<file path="src/design/prq_pkg.sv">
// Purpose: Shared constants and types for the page request ring block.
// Assumes: 32-bit register port; 64-bit registers split into low and high words.
// Notes: Offsets are byte addresses; the ring itself lives in host memory.
package prq_pkg;

  // ----------------------------------------------------------------------
  // Register map
  // ----------------------------------------------------------------------
  localparam logic [7:0] PRQ_HEAD_LO = 8'hC0;
  localparam logic [7:0] PRQ_HEAD_HI = 8'hC4;
  localparam logic [7:0] PRQ_TAIL_LO = 8'hC8;
  localparam logic [7:0] PRQ_TAIL_HI = 8'hCC;
  localparam logic [7:0] PRQ_BASE_LO = 8'hD0;
  localparam logic [7:0] PRQ_BASE_HI = 8'hD4;
  localparam logic [7:0] PRQ_STATUS = 8'hDC;
  localparam logic [7:0] PRQ_EVCTL = 8'hE0;

  // ----------------------------------------------------------------------
  // Field layout
  // ----------------------------------------------------------------------
  localparam int PRQ_OFS_LSB = 5;
  localparam int PRQ_OFS_MSB = 18;
  localparam int PRQ_OFS_W = 14;
  localparam int PRQ_BASE_LSB = 12;
  localparam int PRQ_SIZE_W = 3;
  localparam int PRQ_ST_WAIT = 0;
  localparam int PRQ_ST_OVF = 1;
  localparam int PRQ_EV_MASK = 31;
  localparam int PRQ_EV_PEND = 30;
  localparam int PRQ_ENT_SHIFT = 7;
  localparam logic [PRQ_OFS_W-1:0] PRQ_OFS_RST = 14'h0000;
  localparam logic [2:0] PRQ_SIZE_RST = 3'h0;

  // A page request descriptor is four 64-bit words (32 bytes).
  localparam int PRQ_DESC_W = 256;

  typedef struct packed {
    logic [63:0] addr;
    logic [63:0] data;
  } prq_wr_t;

endpackage : prq_pkg

</file>
<file path="src/design/prq_skid.sv">
// Purpose: Two-entry buffer with valid and ready on both sides.
// Assumes: Single clock, synchronous active-low reset.
// Notes: Ready on the input depends only on registered state.
`timescale 1ns/100ps
module prq_skid #(
  parameter int WIDTH = 256
) (
  input wire logic mclk,
  input wire logic reset_n,
  input wire logic in_valid,
  output logic in_ready,
  input wire logic [WIDTH-1:0] in_data,
  output logic out_valid,
  input wire logic out_ready,
  output logic [WIDTH-1:0] out_data
);

  logic [WIDTH-1:0] mem_ff [2];
  logic wr_ptr_ff;
  logic rd_ptr_ff;
  logic [1:0] count_ff;
  logic push;
  logic pop;

  assign in_ready = (count_ff != 2'h2);
  assign out_valid = (count_ff != 2'h0);
  assign out_data = mem_ff[rd_ptr_ff];
  assign push = in_valid && in_ready;
  assign pop = out_valid && out_ready;

  always_ff @(posedge mclk) begin
    if (push) begin
      mem_ff[wr_ptr_ff] <= in_data;
    end
  end

  always_ff @(posedge mclk) begin
    if (!reset_n) begin
      wr_ptr_ff <= 1'b0;
      rd_ptr_ff <= 1'b0;
      count_ff <= 2'h0;
    end else begin
      if (push) begin
        wr_ptr_ff <= ~wr_ptr_ff;
      end
      if (pop) begin
        rd_ptr_ff <= ~rd_ptr_ff;
      end
      count_ff <= count_ff + {1'b0, push} - {1'b0, pop};
    end
  end

endmodule : prq_skid

</file>
<file path="src/design/prq_ring.sv">
// Purpose: Page request ring producer with its software-visible registers.
// Assumes: Host memory writes complete through mem_valid/mem_ready, one 32-byte
//          descriptor per beat; software owns the consumer index.
// Notes: Event delivery only raises evt_msg; message address and data live elsewhere.
`timescale 1ns/100ps
// Operation
// Consumer index in bits 18:5 is software's next entry to consume.
// Producer index in bits 18:5 is next write slot; other bits zero.
// Ring base lives in bits 63:12, always 4KB aligned.
// Base bits at and above the host address width are not kept.
// Software programs the base before enabling page requests.
// Size code X gives 2^(X+7) entries; offsets wrap there.
// Overflow flag, status bit 1, sets when the ring overflows.
// Overflowing message and any while flag set are not queued.
// Overflow raises a page request event subject to event control.
// Writing one clears overflow flag; zero leaves it; reset zero.
// Waiting flag, status bit 0, sets per descriptor added; W1C.
// Without feature support all ring registers read zero, ignore writes.
// New event only if neither flag set; message only when unmasked.
// Advance producer index per descriptor; full when next equals consumer.
module prq_ring
  import prq_pkg::*;
#(
  parameter int HOST_ADDR_W = 48,
  parameter bit FEATURE_ON = 1'b1
) (
  input wire logic mclk,
  input wire logic reset_n,
  input wire logic [7:0] reg_addr,
  input wire logic [31:0] reg_wdata,
  input wire logic reg_wr,
  input wire logic reg_rd,
  output logic [31:0] reg_rdata,
  input wire logic req_valid,
  output logic req_ready,
  input wire logic [PRQ_DESC_W-1:0] req_desc,
  output logic req_dropped,
  output logic mem_valid,
  input wire logic mem_ready,
  output logic [63:0] mem_addr,
  output logic [PRQ_DESC_W-1:0] mem_data,
  output logic evt_msg
);

  // ----------------------------------------------------------------------
  // Helpers
  // ----------------------------------------------------------------------
  // Offsets are stored at full width and masked on every step, so a new size
  // code never forces the stored indices to be rewritten.
  function automatic logic [PRQ_OFS_W-1:0] ofs_mask(input logic [2:0] code);
    logic [PRQ_OFS_W-1:0] m;
    m = '1;
    m = m >> (3'h7 - code);
    return m;
  endfunction : ofs_mask

  function automatic logic [PRQ_OFS_W-1:0] ofs_inc(input logic [PRQ_OFS_W-1:0] v,
                                                   input logic [2:0] code);
    return (v + 14'h0001) & ofs_mask(code);
  endfunction : ofs_inc

  // ----------------------------------------------------------------------
  // State
  // ----------------------------------------------------------------------
  logic [PRQ_OFS_W-1:0] head_ff;
  logic [PRQ_OFS_W-1:0] tail_ff;
  logic [51:0] base_ff;
  logic [2:0] size_ff;
  logic wait_ff;
  logic ovf_ff;
  logic mask_ff;
  logic pend_ff;
  logic [31:0] rdata_ff;
  logic drop_ff;
  logic evt_ff;
  logic [63:0] addr_ff;
  logic wr_en;
  logic [31:0] rd_word;
  logic [63:0] base_mask;
  logic [PRQ_OFS_W-1:0] tail_next;
  logic full;
  logic take;
  logic enq;
  logic drop;
  logic buf_ready;
  logic set_wait;
  logic set_ovf;
  logic clr_wait;
  logic clr_ovf;
  logic new_event;
  logic [PRQ_DESC_W-1:0] buf_desc;
  logic [63:0] buf_addr;

  // gated access
  assign wr_en = reg_wr && FEATURE_ON;

  // implemented base bits
  assign base_mask = (HOST_ADDR_W >= 64) ? '1 : ((64'h1 << HOST_ADDR_W) - 64'h1);

  // full detect
  // One slot always stays empty, so equal indices can only mean an empty ring.
  assign tail_next = ofs_inc(tail_ff, size_ff);
  assign full = (tail_next == head_ff);

  // The buffer always drains toward memory, so back-pressure stalls intake
  // instead of dropping; only ring-full or the overflow flag drop requests.
  assign take = req_valid && req_ready;
  // block while overflowed
  assign enq = take && !full && !ovf_ff;
  assign drop = take && (full || ovf_ff);
  assign set_wait = enq;
  // detect overflow
  assign set_ovf = take && full && !ovf_ff;
  assign clr_wait = wr_en && (reg_addr == PRQ_STATUS) && reg_wdata[PRQ_ST_WAIT];
  assign clr_ovf = wr_en && (reg_addr == PRQ_STATUS) && reg_wdata[PRQ_ST_OVF];
  // new event condition
  assign new_event = (set_wait || set_ovf) && !wait_ff && !ovf_ff;
  assign req_ready = buf_ready && FEATURE_ON;
  assign buf_addr = ({base_ff, 12'h000} & base_mask) +
                    {45'h0, tail_ff, 5'h00};

  // ----------------------------------------------------------------------
  // Register writes
  // ----------------------------------------------------------------------
  // Head and tail writes are not masked to the ring size; software must keep
  // them inside the ring that it programmed.
  // consumer index
  always_ff @(posedge mclk) begin
    if (!reset_n) begin
      head_ff <= PRQ_OFS_RST;
    end else if (wr_en && reg_addr == PRQ_HEAD_LO) begin
      head_ff <= reg_wdata[PRQ_OFS_MSB:PRQ_OFS_LSB];
    end
  end

  // producer index
  always_ff @(posedge mclk) begin
    if (!reset_n) begin
      tail_ff <= PRQ_OFS_RST;
    end else if (enq) begin
      // advance producer
      tail_ff <= tail_next;
    end else if (wr_en && reg_addr == PRQ_TAIL_LO) begin
      tail_ff <= reg_wdata[PRQ_OFS_MSB:PRQ_OFS_LSB];
    end
  end

  // base and size
  always_ff @(posedge mclk) begin
    if (!reset_n) begin
      base_ff <= '0;
      size_ff <= PRQ_SIZE_RST;
    end else if (wr_en && reg_addr == PRQ_BASE_LO) begin
      base_ff[19:0] <= reg_wdata[31:PRQ_BASE_LSB];
      // size code
      size_ff <= reg_wdata[PRQ_SIZE_W-1:0];
    end else if (wr_en && reg_addr == PRQ_BASE_HI) begin
      base_ff[51:20] <= reg_wdata;
    end
  end

  // Set wins over a clear in the same cycle.
  // waiting flag
  always_ff @(posedge mclk) begin
    if (!reset_n) begin
      wait_ff <= 1'b0;
    end else if (set_wait) begin
      wait_ff <= 1'b1;
    end else if (clr_wait) begin
      wait_ff <= 1'b0;
    end
  end

  // overflow clear
  always_ff @(posedge mclk) begin
    if (!reset_n) begin
      ovf_ff <= 1'b0;
    end else if (set_ovf) begin
      ovf_ff <= 1'b1;
    end else if (clr_ovf) begin
      ovf_ff <= 1'b0;
    end
  end

  // ----------------------------------------------------------------------
  // Event control
  // ----------------------------------------------------------------------
  // raise event
  always_ff @(posedge mclk) begin
    if (!reset_n) begin
      mask_ff <= 1'b1;
      pend_ff <= 1'b0;
      evt_ff <= 1'b0;
    end else begin
      if (wr_en && reg_addr == PRQ_EVCTL) begin
        mask_ff <= reg_wdata[PRQ_EV_MASK];
      end
      evt_ff <= 1'b0;
      // mask gates message
      if (new_event || pend_ff) begin
        if (!mask_ff) begin
          evt_ff <= 1'b1;
          pend_ff <= 1'b0;
        end else begin
          pend_ff <= 1'b1;
        end
      end
      // A new event beats a software clear that lands in the same cycle.
      if (pend_ff && clr_wait && !new_event) begin
        pend_ff <= 1'b0;
      end
    end
  end

  always_ff @(posedge mclk) begin
    if (!reset_n) begin
      drop_ff <= 1'b0;
    end else begin
      drop_ff <= drop;
    end
  end

  // ----------------------------------------------------------------------
  // Read port
  // ----------------------------------------------------------------------
  always_comb begin
    rd_word = 32'h0000_0000;
    unique case (reg_addr)
      PRQ_HEAD_LO: rd_word[PRQ_OFS_MSB:PRQ_OFS_LSB] = head_ff;
      PRQ_TAIL_LO: rd_word[PRQ_OFS_MSB:PRQ_OFS_LSB] = tail_ff;
      PRQ_BASE_LO: rd_word = {base_ff[19:0] & base_mask[31:12], 9'h000, size_ff};
      PRQ_BASE_HI: rd_word = base_ff[51:20] & base_mask[63:32];
      PRQ_STATUS: rd_word = {30'h0, ovf_ff, wait_ff};
      PRQ_EVCTL: rd_word = {mask_ff, pend_ff, 30'h0};
      default: rd_word = 32'h0000_0000;
    endcase
  end

  // R12 reads zero
  // Outside a read strobe the data port returns zero, so stale data never lingers.
  always_ff @(posedge mclk) begin
    if (!reset_n) begin
      rdata_ff <= 32'h0000_0000;
    end else if (reg_rd && FEATURE_ON) begin
      rdata_ff <= rd_word;
    end else begin
      rdata_ff <= 32'h0000_0000;
    end
  end

  // ----------------------------------------------------------------------
  // Memory path
  // ----------------------------------------------------------------------
  logic [PRQ_DESC_W+63:0] skid_out;
  logic skid_valid;
  prq_skid #(.WIDTH(PRQ_DESC_W + 64)) u_skid (
    .mclk(mclk),
    .reset_n(reset_n),
    .in_valid(enq),
    .in_ready(buf_ready),
    .in_data({buf_addr, req_desc}),
    .out_valid(skid_valid),
    .out_ready(!mem_valid || mem_ready),
    .out_data(skid_out)
  );

  // The output register stalls on mem_ready alone; the buffer absorbs the
  // request already in flight, so a slow memory never loses a descriptor.
  logic [PRQ_DESC_W-1:0] data_ff;
  logic mvalid_ff;
  always_ff @(posedge mclk) begin
    if (!reset_n) begin
      mvalid_ff <= 1'b0;
      addr_ff <= 64'h0;
      data_ff <= '0;
    end else if (!mvalid_ff || mem_ready) begin
      mvalid_ff <= skid_valid;
      if (skid_valid) begin
        addr_ff <= skid_out[PRQ_DESC_W+63:PRQ_DESC_W];
        data_ff <= skid_out[PRQ_DESC_W-1:0];
      end
    end
  end

  assign buf_desc = data_ff;
  assign mem_valid = mvalid_ff;
  assign mem_addr = addr_ff;
  assign mem_data = buf_desc;
  assign reg_rdata = rdata_ff;
  assign req_dropped = drop_ff;
  assign evt_msg = evt_ff;

  // ----------------------------------------------------------------------
  // Checks
  // ----------------------------------------------------------------------
  overflow_set_a: assert property (@(posedge mclk) disable iff (!reset_n)
    set_ovf |=> ovf_ff) else $error("overflow flag not set");
  no_enq_ovf_a: assert property (@(posedge mclk) disable iff (!reset_n)
    ovf_ff |-> !enq) else $error("enqueued while overflowed");
  tail_adv_a: assert property (@(posedge mclk) disable iff (!reset_n)
    enq |=> tail_ff == ofs_inc($past(tail_ff), $past(size_ff)))
    else $error("tail not advanced");
  wait_set_a: assert property (@(posedge mclk) disable iff (!reset_n)
    enq |=> wait_ff) else $error("waiting flag not set");
  ovf_hold_a: assert property (@(posedge mclk) disable iff (!reset_n)
    ovf_ff && !clr_ovf |=> ovf_ff) else $error("overflow lost without clear");
  masked_evt_a: assert property (@(posedge mclk) disable iff (!reset_n)
    mask_ff |=> !evt_ff) else $error("message sent while masked");
  tail_wrap_a: assert property (@(posedge mclk) disable iff (!reset_n)
    enq |=> (tail_ff & ~ofs_mask($past(size_ff))) == 14'h0000)
    else $error("tail beyond ring");
  ovf_event_a: assert property (@(posedge mclk) disable iff (!reset_n)
    set_ovf && !wait_ff && !mask_ff |=> evt_ff) else $error("no event on overflow");
  mem_hold_a: assert property (@(posedge mclk) disable iff (!reset_n)
    mem_valid && !mem_ready |=> mem_valid && $stable(mem_addr) && $stable(mem_data))
    else $error("memory write changed while stalled");
  no_drop_a: assert property (@(posedge mclk) disable iff (!reset_n)
    !drop |=> !req_dropped)
    else $error("drop reported without a drop");
  ovf_drop_a: assert property (@(posedge mclk) disable iff (!reset_n)
    take && ovf_ff |=> req_dropped)
    else $error("request kept while overflowed");
  wait_clr_a: assert property (@(posedge mclk) disable iff (!reset_n)
    clr_wait && !set_wait |=> !wait_ff)
    else $error("waiting flag not cleared");
  ovf_clr_a: assert property (@(posedge mclk) disable iff (!reset_n)
    clr_ovf && !set_ovf |=> !ovf_ff)
    else $error("overflow flag not cleared");
  evt_send_a: assert property (@(posedge mclk) disable iff (!reset_n)
    new_event && !mask_ff |=> evt_ff)
    else $error("unmasked event not sent");
  evt_hold_a: assert property (@(posedge mclk) disable iff (!reset_n)
    new_event && mask_ff |=> pend_ff)
    else $error("masked event not held pending");
  no_feature_a: assert property (@(posedge mclk) disable iff (!reset_n)
    !FEATURE_ON |-> reg_rdata == 32'h0000_0000 && !req_ready)
    else $error("ring visible without feature support");
  tail_hi_a: assert property (@(posedge mclk) disable iff (!reset_n)
    reg_rd && reg_addr == PRQ_TAIL_HI |=> reg_rdata == 32'h0000_0000)
    else $error("upper tail word not zero");
  base_cut_a: assert property (@(posedge mclk) disable iff (!reset_n)
    reg_rd && reg_addr == PRQ_BASE_HI |=> (reg_rdata & ~base_mask[63:32]) == 32'h0000_0000)
    else $error("base bits above address width kept");

endmodule : prq_ring

</file>
<file path="config.mk">
export PLATFORM = sky130hd
export DESIGN_NAME = prq_ring
export DESIGN_NICKNAME = d
export VERILOG_FILES = /design/src/design/prq_pkg.sv /design/src/design/prq_skid.sv /design/src/design/prq_ring.sv
export SDC_FILE = /design/constraint.sdc
export NUM_CORES = 1
export LEC_CHECK = 0
export BUFFER_PORTS_ARGS = -buffer_cell sky130_fd_sc_hd__buf_2
export CAP_MARGIN = 20
export CORE_MARGIN = 10
export CORE_UTILIZATION = 30
export CTS_CLUSTER_DIAMETER = 150
export CTS_CLUSTER_SIZE = 28
export DETAILED_ROUTE_END_ITERATION = 10
export PLACE_DENSITY = 0.54
export SLEW_MARGIN = 15
export SYNTH_ARGS = -nofsm -noshare
export SYNTH_HDL_FRONTEND = slang
export SYNTH_SLANG_ARGS = --single-unit
</file>
<file path="constraint.sdc">
create_clock -name mclk -period 18.55 [get_ports mclk]
set_input_delay 1.855 -clock mclk [delete_from_list [all_inputs] [get_ports mclk]]
set_output_delay 1.855 -clock mclk [all_outputs]
set_load 0.02 [all_outputs]
</file>
== Word-level counts from Yosys, hierarchy flattened ==
Memory sizes are Yosys's and may differ from the RTL's. A register that Yosys moved wholly into a read port is not among the register bits.
Index checks and enable logic that the tools add are counted.
Word-level totals
  register bits: 174
  bits in writable memories: 610
  input bits: 302
  output and inout port bits: 356
  word-level logic and storage cells: 89
  memories kept: 1
Cells by class
  $add $sub $neg: 5
  equality and inequality tests: 8
  shift operators: 1
  mux-type cells: 13
  bitwise gates (word level): 5
  reduce and logical (&&, ||, !) cells: 39
Memory list
  u_skid.mem_ff: depth 2, width 305, read ports 1, clocked after Yosys merged registers in 1, wr ports 1, RTL line prq_skid.sv:18  | logic [WIDTH-1:0] mem_ff [2];
Operators by type and width (number)
  14-bit case mux with 4 select lines: 1
  48-bit by 19-bit adder with 49-bit output: 1
  8-bit == test, second input constant: 6
  14-bit two-way mux: 2
  13-bit case mux with 2 select lines: 1
  1-bit logical AND: 20
  5-bit case mux with 3 select lines: 1
  14-bit by 1-bit adder with 14-bit output, second input constant: 1
  14-bit AND: 1
  14-bit == test: 1
  14-bit by 3-bit right shift with 14-bit output, first input constant: 1
  1-bit two-way mux: 8
  2-bit AND reduction: 4
  2-bit nonzero test: 4
  1-bit zero test: 6
  1-bit logical OR: 4
  1-bit inverter: 4
  3-bit subtractor, first input constant: 1
  2-bit by 1-bit adder with 2-bit output: 1
  2-bit inequality test, second input constant: 1
  2-bit OR reduction: 1
  2-bit by 1-bit subtractor with 2-bit output: 1

== Longest topological paths before layout ==
Gate-level depths: netlist of the first run.
  depth in word-level cells: 13
  mapped depth: 12
  gate-level depth less buffers: 11

== Hierarchy ==
A second synthesis of the first run with hierarchy kept.
Unflattened totals
  cell total of the unflattened synthesis: 3110
  area total of the unflattened synthesis: 41264.6 sq um
By module, submodules not included
  prq_skid: instances 1, cells each 1020, area an instance 24863.8 sq um, sequential area each 19318.5 sq um
  prq_ring: instances 1, cells each 2090, area an instance 16400.7 sq um, sequential area each 8528.2 sq um

== Least setup slack after synthesis of the first run ==
No wires, ideal clock.
  path kind: input to register
  start: input port req_valid
  end: memory u_skid.mem_ff[0][0] (netlist bit), enable pin
  setup time: 0.967 ns
  data arrival time: 14.920 ns
  data required time: 17.583 ns
  path slack: 2.663 ns
  stages on the path: 6
  path buffers: 2
  cell sequence: nand2_1 > nor2_1 > o21ai_2 > buf_4 > buf_2 > nor2_1
On the way
  longest elaborated chain between the ends: 6
Ends and longest elaborated chain
  start, declared: RTL line prq_ring.sv:34  | input wire logic req_valid,
  1-bit logical AND: RTL line prq_ring.sv:107  | assign take = req_valid && req_ready;
  1-bit logical AND (2 in series): RTL line prq_ring.sv:109  | assign enq = take && !full && !ovf_ff;
  1-bit logical AND: RTL line prq_skid.sv:28  | assign push = in_valid && in_ready;
  1-bit two-way mux: RTL line prq_skid.sv:32  | if (push) begin
  1-bit two-way mux (implied by the code): RTL line prq_skid.sv:33  | mem_ff[wr_ptr_ff] <= in_data;
  end, declared: RTL line prq_skid.sv:18
Every way passes these cells.

== Worst setup path in the final report of the first run ==
  start: register tail_ff[0]
  end: memory u_skid.mem_ff[0][178] (netlist bit), enable pin
On the way
  longest elaborated chain between the ends: 9
Ends and longest elaborated chain
  start, declared: RTL line prq_ring.sv:66  | logic [PRQ_OFS_W-1:0] tail_ff;
  start signal, assigned: RTL line prq_ring.sv:142  | tail_ff <= tail_next;
  start signal, assigned: RTL line prq_ring.sv:144  | tail_ff <= reg_wdata[PRQ_OFS_MSB:PRQ_OFS_LSB];
  14-bit by 1-bit adder with 14-bit output: RTL line prq_ring.sv:59  | return (v + 14'h0001) & ofs_mask(code);
  14-bit AND: RTL line prq_ring.sv:59
  14-bit == test: RTL line prq_ring.sv:103  | assign full = (tail_next == head_ff);
  1-bit zero test: RTL line prq_ring.sv:109
  1-bit logical AND (2 in series): RTL line prq_ring.sv:109
  1-bit logical AND: RTL line prq_skid.sv:28
  1-bit two-way mux: RTL line prq_skid.sv:32
  1-bit two-way mux (implied by the code): RTL line prq_skid.sv:33
Every way passes these cells.

==> results of run 1 <==
[final timing paths]
kind                                 start                     to  slack, ps  cells past startpoint
worst max-delay path            tail_ff[0]  u_skid.mem_ff[0][178]      12660                     12
worst min-delay path            base_ff[4]             base_ff[4]        490                      2
worst max register to register  tail_ff[0]  u_skid.mem_ff[0][178]      12660                     12
worst min register to register  base_ff[4]             base_ff[4]        490                      2
[power breakdown]
| part | internal [mW] | leakage (nW) | switching [mW] |
|---|---|---|---|
| logic | 0.630 | 6.06 | 1.35 |
| clock network | 0.440 | 0.582 | 0.693 |
| registers | 2.97 | 8.99 | 0.250 |
| total | 4.04 | 15.6 | 2.29 |
[registers in the layout (all words and copies together), names as in the netlist]
signal,cells
reg_rdata,32
ovf_ff,1
req_dropped,1
size_ff,3
base_ff,36
head_ff,14
mask_ff,1
u_skid.mem_ff,600
mem_data,256
mem_valid,1
u_skid.rd_ptr_ff,1
u_skid.wr_ptr_ff,1
pend_ff,1
mem_addr,44
wait_ff,1
u_skid.count_ff,2
evt_msg,1
tail_ff,14
[layout by cell type (no fill, tap or decap), types with 3 or more instances in the layout]
master	n
nand3_1	44
clkbuf_1	27
conb_1	20
a311oi_1	6
and2_1	6
nor4_1	6
nor2b_1	6
or3_1	6
edfxtp_1	600
o21ai_0	9
buf_4	30
o31ai_1	3
and3_1	30
nand2_1	145
a22oi_1	17
inv_8	3
a31oi_1	8
nor3_1	14
ha_1	9
clkbuf_16	42
nand2b_1	3
nor3b_1	3
diode_2	6
xnor2_1	31
mux2_2	18
nor2_1	349
a21oi_1	68
buf_2	637
inv_1	13
and4_1	5
or4_1	3
dfxtp_1	409
nor2_4	3
mux2i_1	311
xor2_1	16
a211oi_1	303
nand4_1	15
[area by class of cell]
type / count / area (um^2)
multi-input cells: 1487 / 9840
clock inverters: 6 / 65.1
flip-flops and latches: 1010 / 26200
fillers: 12100 / 79200
clock buffers: 69 / 1150
inverters: 14 / 60.1
well taps: 1625 / 2030
diodes: 6 / 15.0
repair buffers: 671 / 3480
[synthesized netlist by cell type (6+ instances only)]
cell type | count | share of area
a211oi_1 | 303 | 0.062
a21oi_1 | 68 | 0.0092
a22oi_1 | 17 | 0.0035
a311oi_1 | 6 | 0.0014
a31oi_1 | 8 | 0.0014
and2_1 | 6 | 0.0010
and3_1 | 30 | 0.0051
buf_4 | 22 | 0.0045
clkbuf_1 | 173 | 0.018
dfxtp_1 | 410 | 0.22
edfxtp_1 | 600 | 0.49
ha_1 | 9 | 0.0031
inv_1 | 14 | 0.0014
mux2_2 | 18 | 0.0055
mux2i_1 | 311 | 0.084
nand2_1 | 145 | 0.015
nand3_1 | 44 | 0.0060
nand4_1 | 15 | 0.0025
nor2_1 | 352 | 0.036
nor2b_1 | 6 | 0.0010
nor3_1 | 15 | 0.0020
nor4_1 | 6 | 0.0010
o21ai_0 | 10 | 0.0014
or3_1 | 6 | 0.0010
xnor2_1 | 31 | 0.0074
xor2_1 | 16 | 0.0038
[critical path, delay by kind of cell (launching register included)]
kind | cells | cell delay (ps)
buf+inv | 4 | 2590
simple gates | 5 | 1680
compound gates | 2 | 120
flops | 1 | 520
fa+ha+maj | 1 | 350
[logic make-up (layout without fill, tap and decap cells)]
group	count (synthesis)	after routing	synth area share
other	1	26	0.000102
XOR/XNOR	47	47	0.0112
buffers and inverters	220	760	0.0255
AND/OR/NAND/NOR	646	646	0.0751
adder cells (fa/ha/maj)	10	10	0.00359
AO/OA/AOI/OAI	435	435	0.0840
multiplexers	329	329	0.0899
flip-flops	1010	1010	0.711
[metal layers]
metal  part of all wire  GRT usage  vias up
met1               0.43      0.180    11000
met2               0.49      0.242      572
met5            0.00086          0        -
met3              0.062     0.0324      114
li1                   -          -    11000
met4              0.020     0.0329       14
[through the flow]
stage	utilization	power, mW	area (um^2)
finish	0.351	6.33	42900
global placement	0.341	5.28	41600
CTS	0.351	6.45	42800
detailed placement	0.341	5.32	41600
floorplan	-	4.68	37000
global route	0.351	6.72	42900
==> metrics.yaml, run 1 <==
cellLeakagePower_nw: 15.6
grt_max_degree: 183
timing.final.crit_share: 0.318
violations: "slew limit"
fin_worst_skew_ps: 20.6
post_cts_resized: 0
grt_overflow: 0
wl_per_cell_um: 21.1
hold_class: "reg -> reg"
synth-async-reset-ratio: 0
cts.sinks: 1010
fin_crit_ps: 5890
root_buffer: "clkbuf_16"
die_area_um2: 137000
synth_ff_type: "edfxtp_1"
grt_pass1_wl_mm: 148
clock.fmax_ghz: 0.170
tns_ps: 0
hold-worst-slack_ps: 488
start_util: 0.302
ios: 658
vias: 22700
hold_buffers: 0
max-vdd-ir-drop_v: 0.000114
rsz0062_at_grt: "false"
clk_path_buf_depth: 3
portBuffers: 637
cp.required_ps: 18810
synth_cell_types: 58
row_count: 128
finalWirelength_mm: 103
drtAntennaViolNets: 0
clkTransAtPathRegs_ps: 110
syn_inst: 2698
post-place-ws_ps: 12330
path_cells: "ha_1 -> nand3_2 -> or4_1 -> nand3b_1 -> a2111oi_2 -> nand4_1 -> o21ai_4 -> buf_4 -> nor2_4 -> buf_4 -> buf_4 -> buf_4"
cts_setup_buffers: 0
yosys_warnings: 0
slew_headroom: -0.0546
maxSlewViolCount: 58
slowest_stage: "buf_4"
routabilityCongestion: 0.849
avgSynthCellArea_um2: 13.7
synth_seq_cells: 1010
cts_tree: "built"
die_w_um: 371
setup_ws_ps: 12660
setup_violations: 0
cts_buffers: 42
core_um2: 122000
drive_above_1_share: 0.231
drt-initial-drc-count: 1294
dp_cells: 4805
start_kind: "register"
power.density_nw_per_um2: 148
seq_area_frac_synth: 0.711
antenna_found_initial: 30
worst_pin_slew_ps: 1580
path_common_cell: "buf_4"
hold_viol_final: 0
slowest_delay_ps: 880
area_delta_synth_final_pct: 16.2
max_cap_viol_count: 0
clock_latency_ps: 640
arrival_ps: 6150
grt_usage: 0.141
synth.cell_area_um2: 36900
status: "complete, but fails checks"
dp_hpwl_mm: 71.3
grt_pass1_vias: 21900
path_max_fanout: 69
synth_edf_count: 600
drc: 0
cts_max_level: 2
end_kind: "register"
instances_no_fill: 4888
firstDrtPassIters: 5
nets: 3538
dieHeight_um: 371
via_per_inst: 4.64
worstSetupPathType: "reg -> reg"
(Power assumes the default switching activity.)
==> run 2, diff against run 1 <==
--- a/config.mk
+++ b/config.mk
@@ -12,7 +12,7 @@
 export CTS_CLUSTER_DIAMETER = 150
 export CTS_CLUSTER_SIZE = 28
 export DETAILED_ROUTE_END_ITERATION = 10
-export PLACE_DENSITY = 0.54
+export PLACE_DENSITY = 0.56
 export SLEW_MARGIN = 15
 export SYNTH_ARGS = -nofsm -noshare
 export SYNTH_HDL_FRONTEND = slang
==> constraint.sdc (replaced) <==
create_clock -name mclk -period 5.4 [get_ports mclk]
set_input_delay 0.54 -clock mclk [delete_from_list [all_inputs] [get_ports mclk]]
set_output_delay 0.54 -clock mclk [all_outputs]
set_load 0.02 [all_outputs]
==> run 2 against run 1 <==
The run now ends clean. Clock power grew to 3.5 times the previous value. Utilization is 0.19 points higher. Global-route usage rose by 0.13 points. Cell count up 0.27%. Highest routed layer unchanged. Sequential share of layout area decreased by 0.33 points. Critical endpoint is now u_skid.mem_ff[1][120]. Count of clock-buffer cells in the layout grew 3.
==> metrics.yaml, run 2 (synthesis results as in run 1) <==
worst-r2r-setup-slack_ps: 1300
rsz0062_at_grt: "false"
grt_usage: 0.142
drive_above_1_share: 0.234
clock_latency_ps: 670
dpl_cell_area_um2: 41800
mostFrequentLayoutCell: "buf_2"
arrival_ps: 4280
top_register: "u_skid.mem_ff"
fin_worst_skew_ps: 47.0
grt_pass1_vias: 22100
die_area_um2: 137000
start_util: 0.302
hold_depth: 1
cp.required_ps: 5570
setup_violations: 0
ios: 658
clkTransAtPathRegs_ps: 110
dp_hpwl_mm: 72.4
cellLeakagePower_nw: 15.7
largest_reg_flops: 600
final_cell_mix: "buf_2, edfxtp_1, dfxtp_1"
post_cts_resized: 0
grt_max_degree: 169
slew_headroom: 0.277
status: "finished clean"
tns_ps: 0
r2r_start: "tail_ff[3]"
wl_per_cell_um: 21.3
firstDrtPassIters: 5
max_cap_viol_count: 0
hold-worst-slack_ps: 66.7
fin_area_um2: 43100
path_max_fanout: 133
maxSlewViolCount: 0
drc: 0
core_um2: 122000
routabilityCongestion: 0.855
setup_ws_ps: 1300
fin_crit_ps: 4100
die_w_um: 371
area_delta_synth_final_pct: 16.8
fillCellCount: 12100
root_buffer: "clkbuf_16"
portBuffers: 637
hold_buffers: 0
row_count: 128
cts.sinks: 1010
cts_buffers: 42
nets: 3540
clock.fmax_ghz: 0.244
dieHeight_um: 371
reg2reg_to: "u_skid.mem_ff[1][120]"
finalWirelength_mm: 104
start_kind: "register"
clk_path_buf_depth: 3
cts_tree: "built"
drtAntennaViolNets: 0
grt_pass1_wl_mm: 149
hold_class: "in -> reg"
max-vdd-ir-drop_v: 0.000334
cts_setup_buffers: 0
via_per_inst: 4.67
dp_cells: 4808
worst_pin_slew_ps: 1080
worstSetupPathType: "reg -> reg"
antenna_found_initial: 35
min_to: "u_skid.mem_ff[1][107]"
cts_max_level: 2
reg2regPathDepth: 9
vias: 22900
end_kind: "register"
hold_viol_final: 0
drt-initial-drc-count: 1423
instances_no_fill: 4901
power.density_nw_per_um2: 508
timing.final.crit_share: 0.760
post-place-ws_ps: 1530
hold_start: "req_desc[107]"
grt_overflow: 0
==> run 2: changes by cell type in the layout (fill, tap and decap cells not counted), sizes merged <==
| cell | previous run | this run |
|---|---|---|
| diode | 6 | 16 |
| clkinv | 2 | 0 |
| clkbuf | 69 | 72 |
| buf | 671 | 673 |
==> run 2: report_power, final <==
group          internal [mW]  switching (mW)
logic                   2.24            4.72
registers               10.2           0.810
clock network           1.55            2.39
==> run 2: metal layers <==
metal,global-route usage,share of wire,vias up
met2,0.237,0.48,610
met4,0.0512,0.032,14
li1,-,-,11000
met1,0.177,0.41,11100
met3,0.0383,0.070,153
met5,0,0.00089,-
==> run 2: cell type report <==
cell class	count	area [um^2]	share of cell area
Sequential cell	1010	26200	0.608
Clock buffer	72	1180	0.0275
Timing Repair Buffer	673	3620	0.0840
Multi-Input combinational cell	1487	9890	0.229
Antenna cell	16	40.0	0.000929
Inverter	14	60.1	0.00139
Clock inverter	4	56.3	0.00131
Tap cell	1625	2030	0.0472
==> run 2: metrics by stage <==
step,util,power [mW]
after floorplan,-,15.7
after global placement,0.343,18.2
after detailed placement,0.343,18.3
after CTS,0.353,22.3
after global routing,0.353,23.2
final,0.353,21.9
==> run 2: worst max path at each step <==
stage | start | end | slack (ps) | cells after the start
after global placement | tail_ff[4] | u_skid.mem_ff[1][169] | 1590 | 9
after floorplan | tail_ff[6] | u_skid.mem_ff[0][0] | -1390 | 10
after CTS | tail_ff[3] | u_skid.mem_ff[1][3] | 1480 | 9
after global routing | tail_ff[4] | u_skid.mem_ff[1][120] | 1210 | 9
final | tail_ff[3] | u_skid.mem_ff[1][120] | 1300 | 9
after detailed placement | tail_ff[4] | u_skid.mem_ff[1][169] | 1530 | 9
==> run 2: worst max-delay path, stage by stage, from the launching register on <==
cell,delay (ps)
dfxtp_1,640
nand3_2,350
o41ai_2,400
o311ai_1,170
a2111oi_2,360
nand4_1,280
o21ai_4,270
buf_4,460
nor2_4,110
buf_12,220
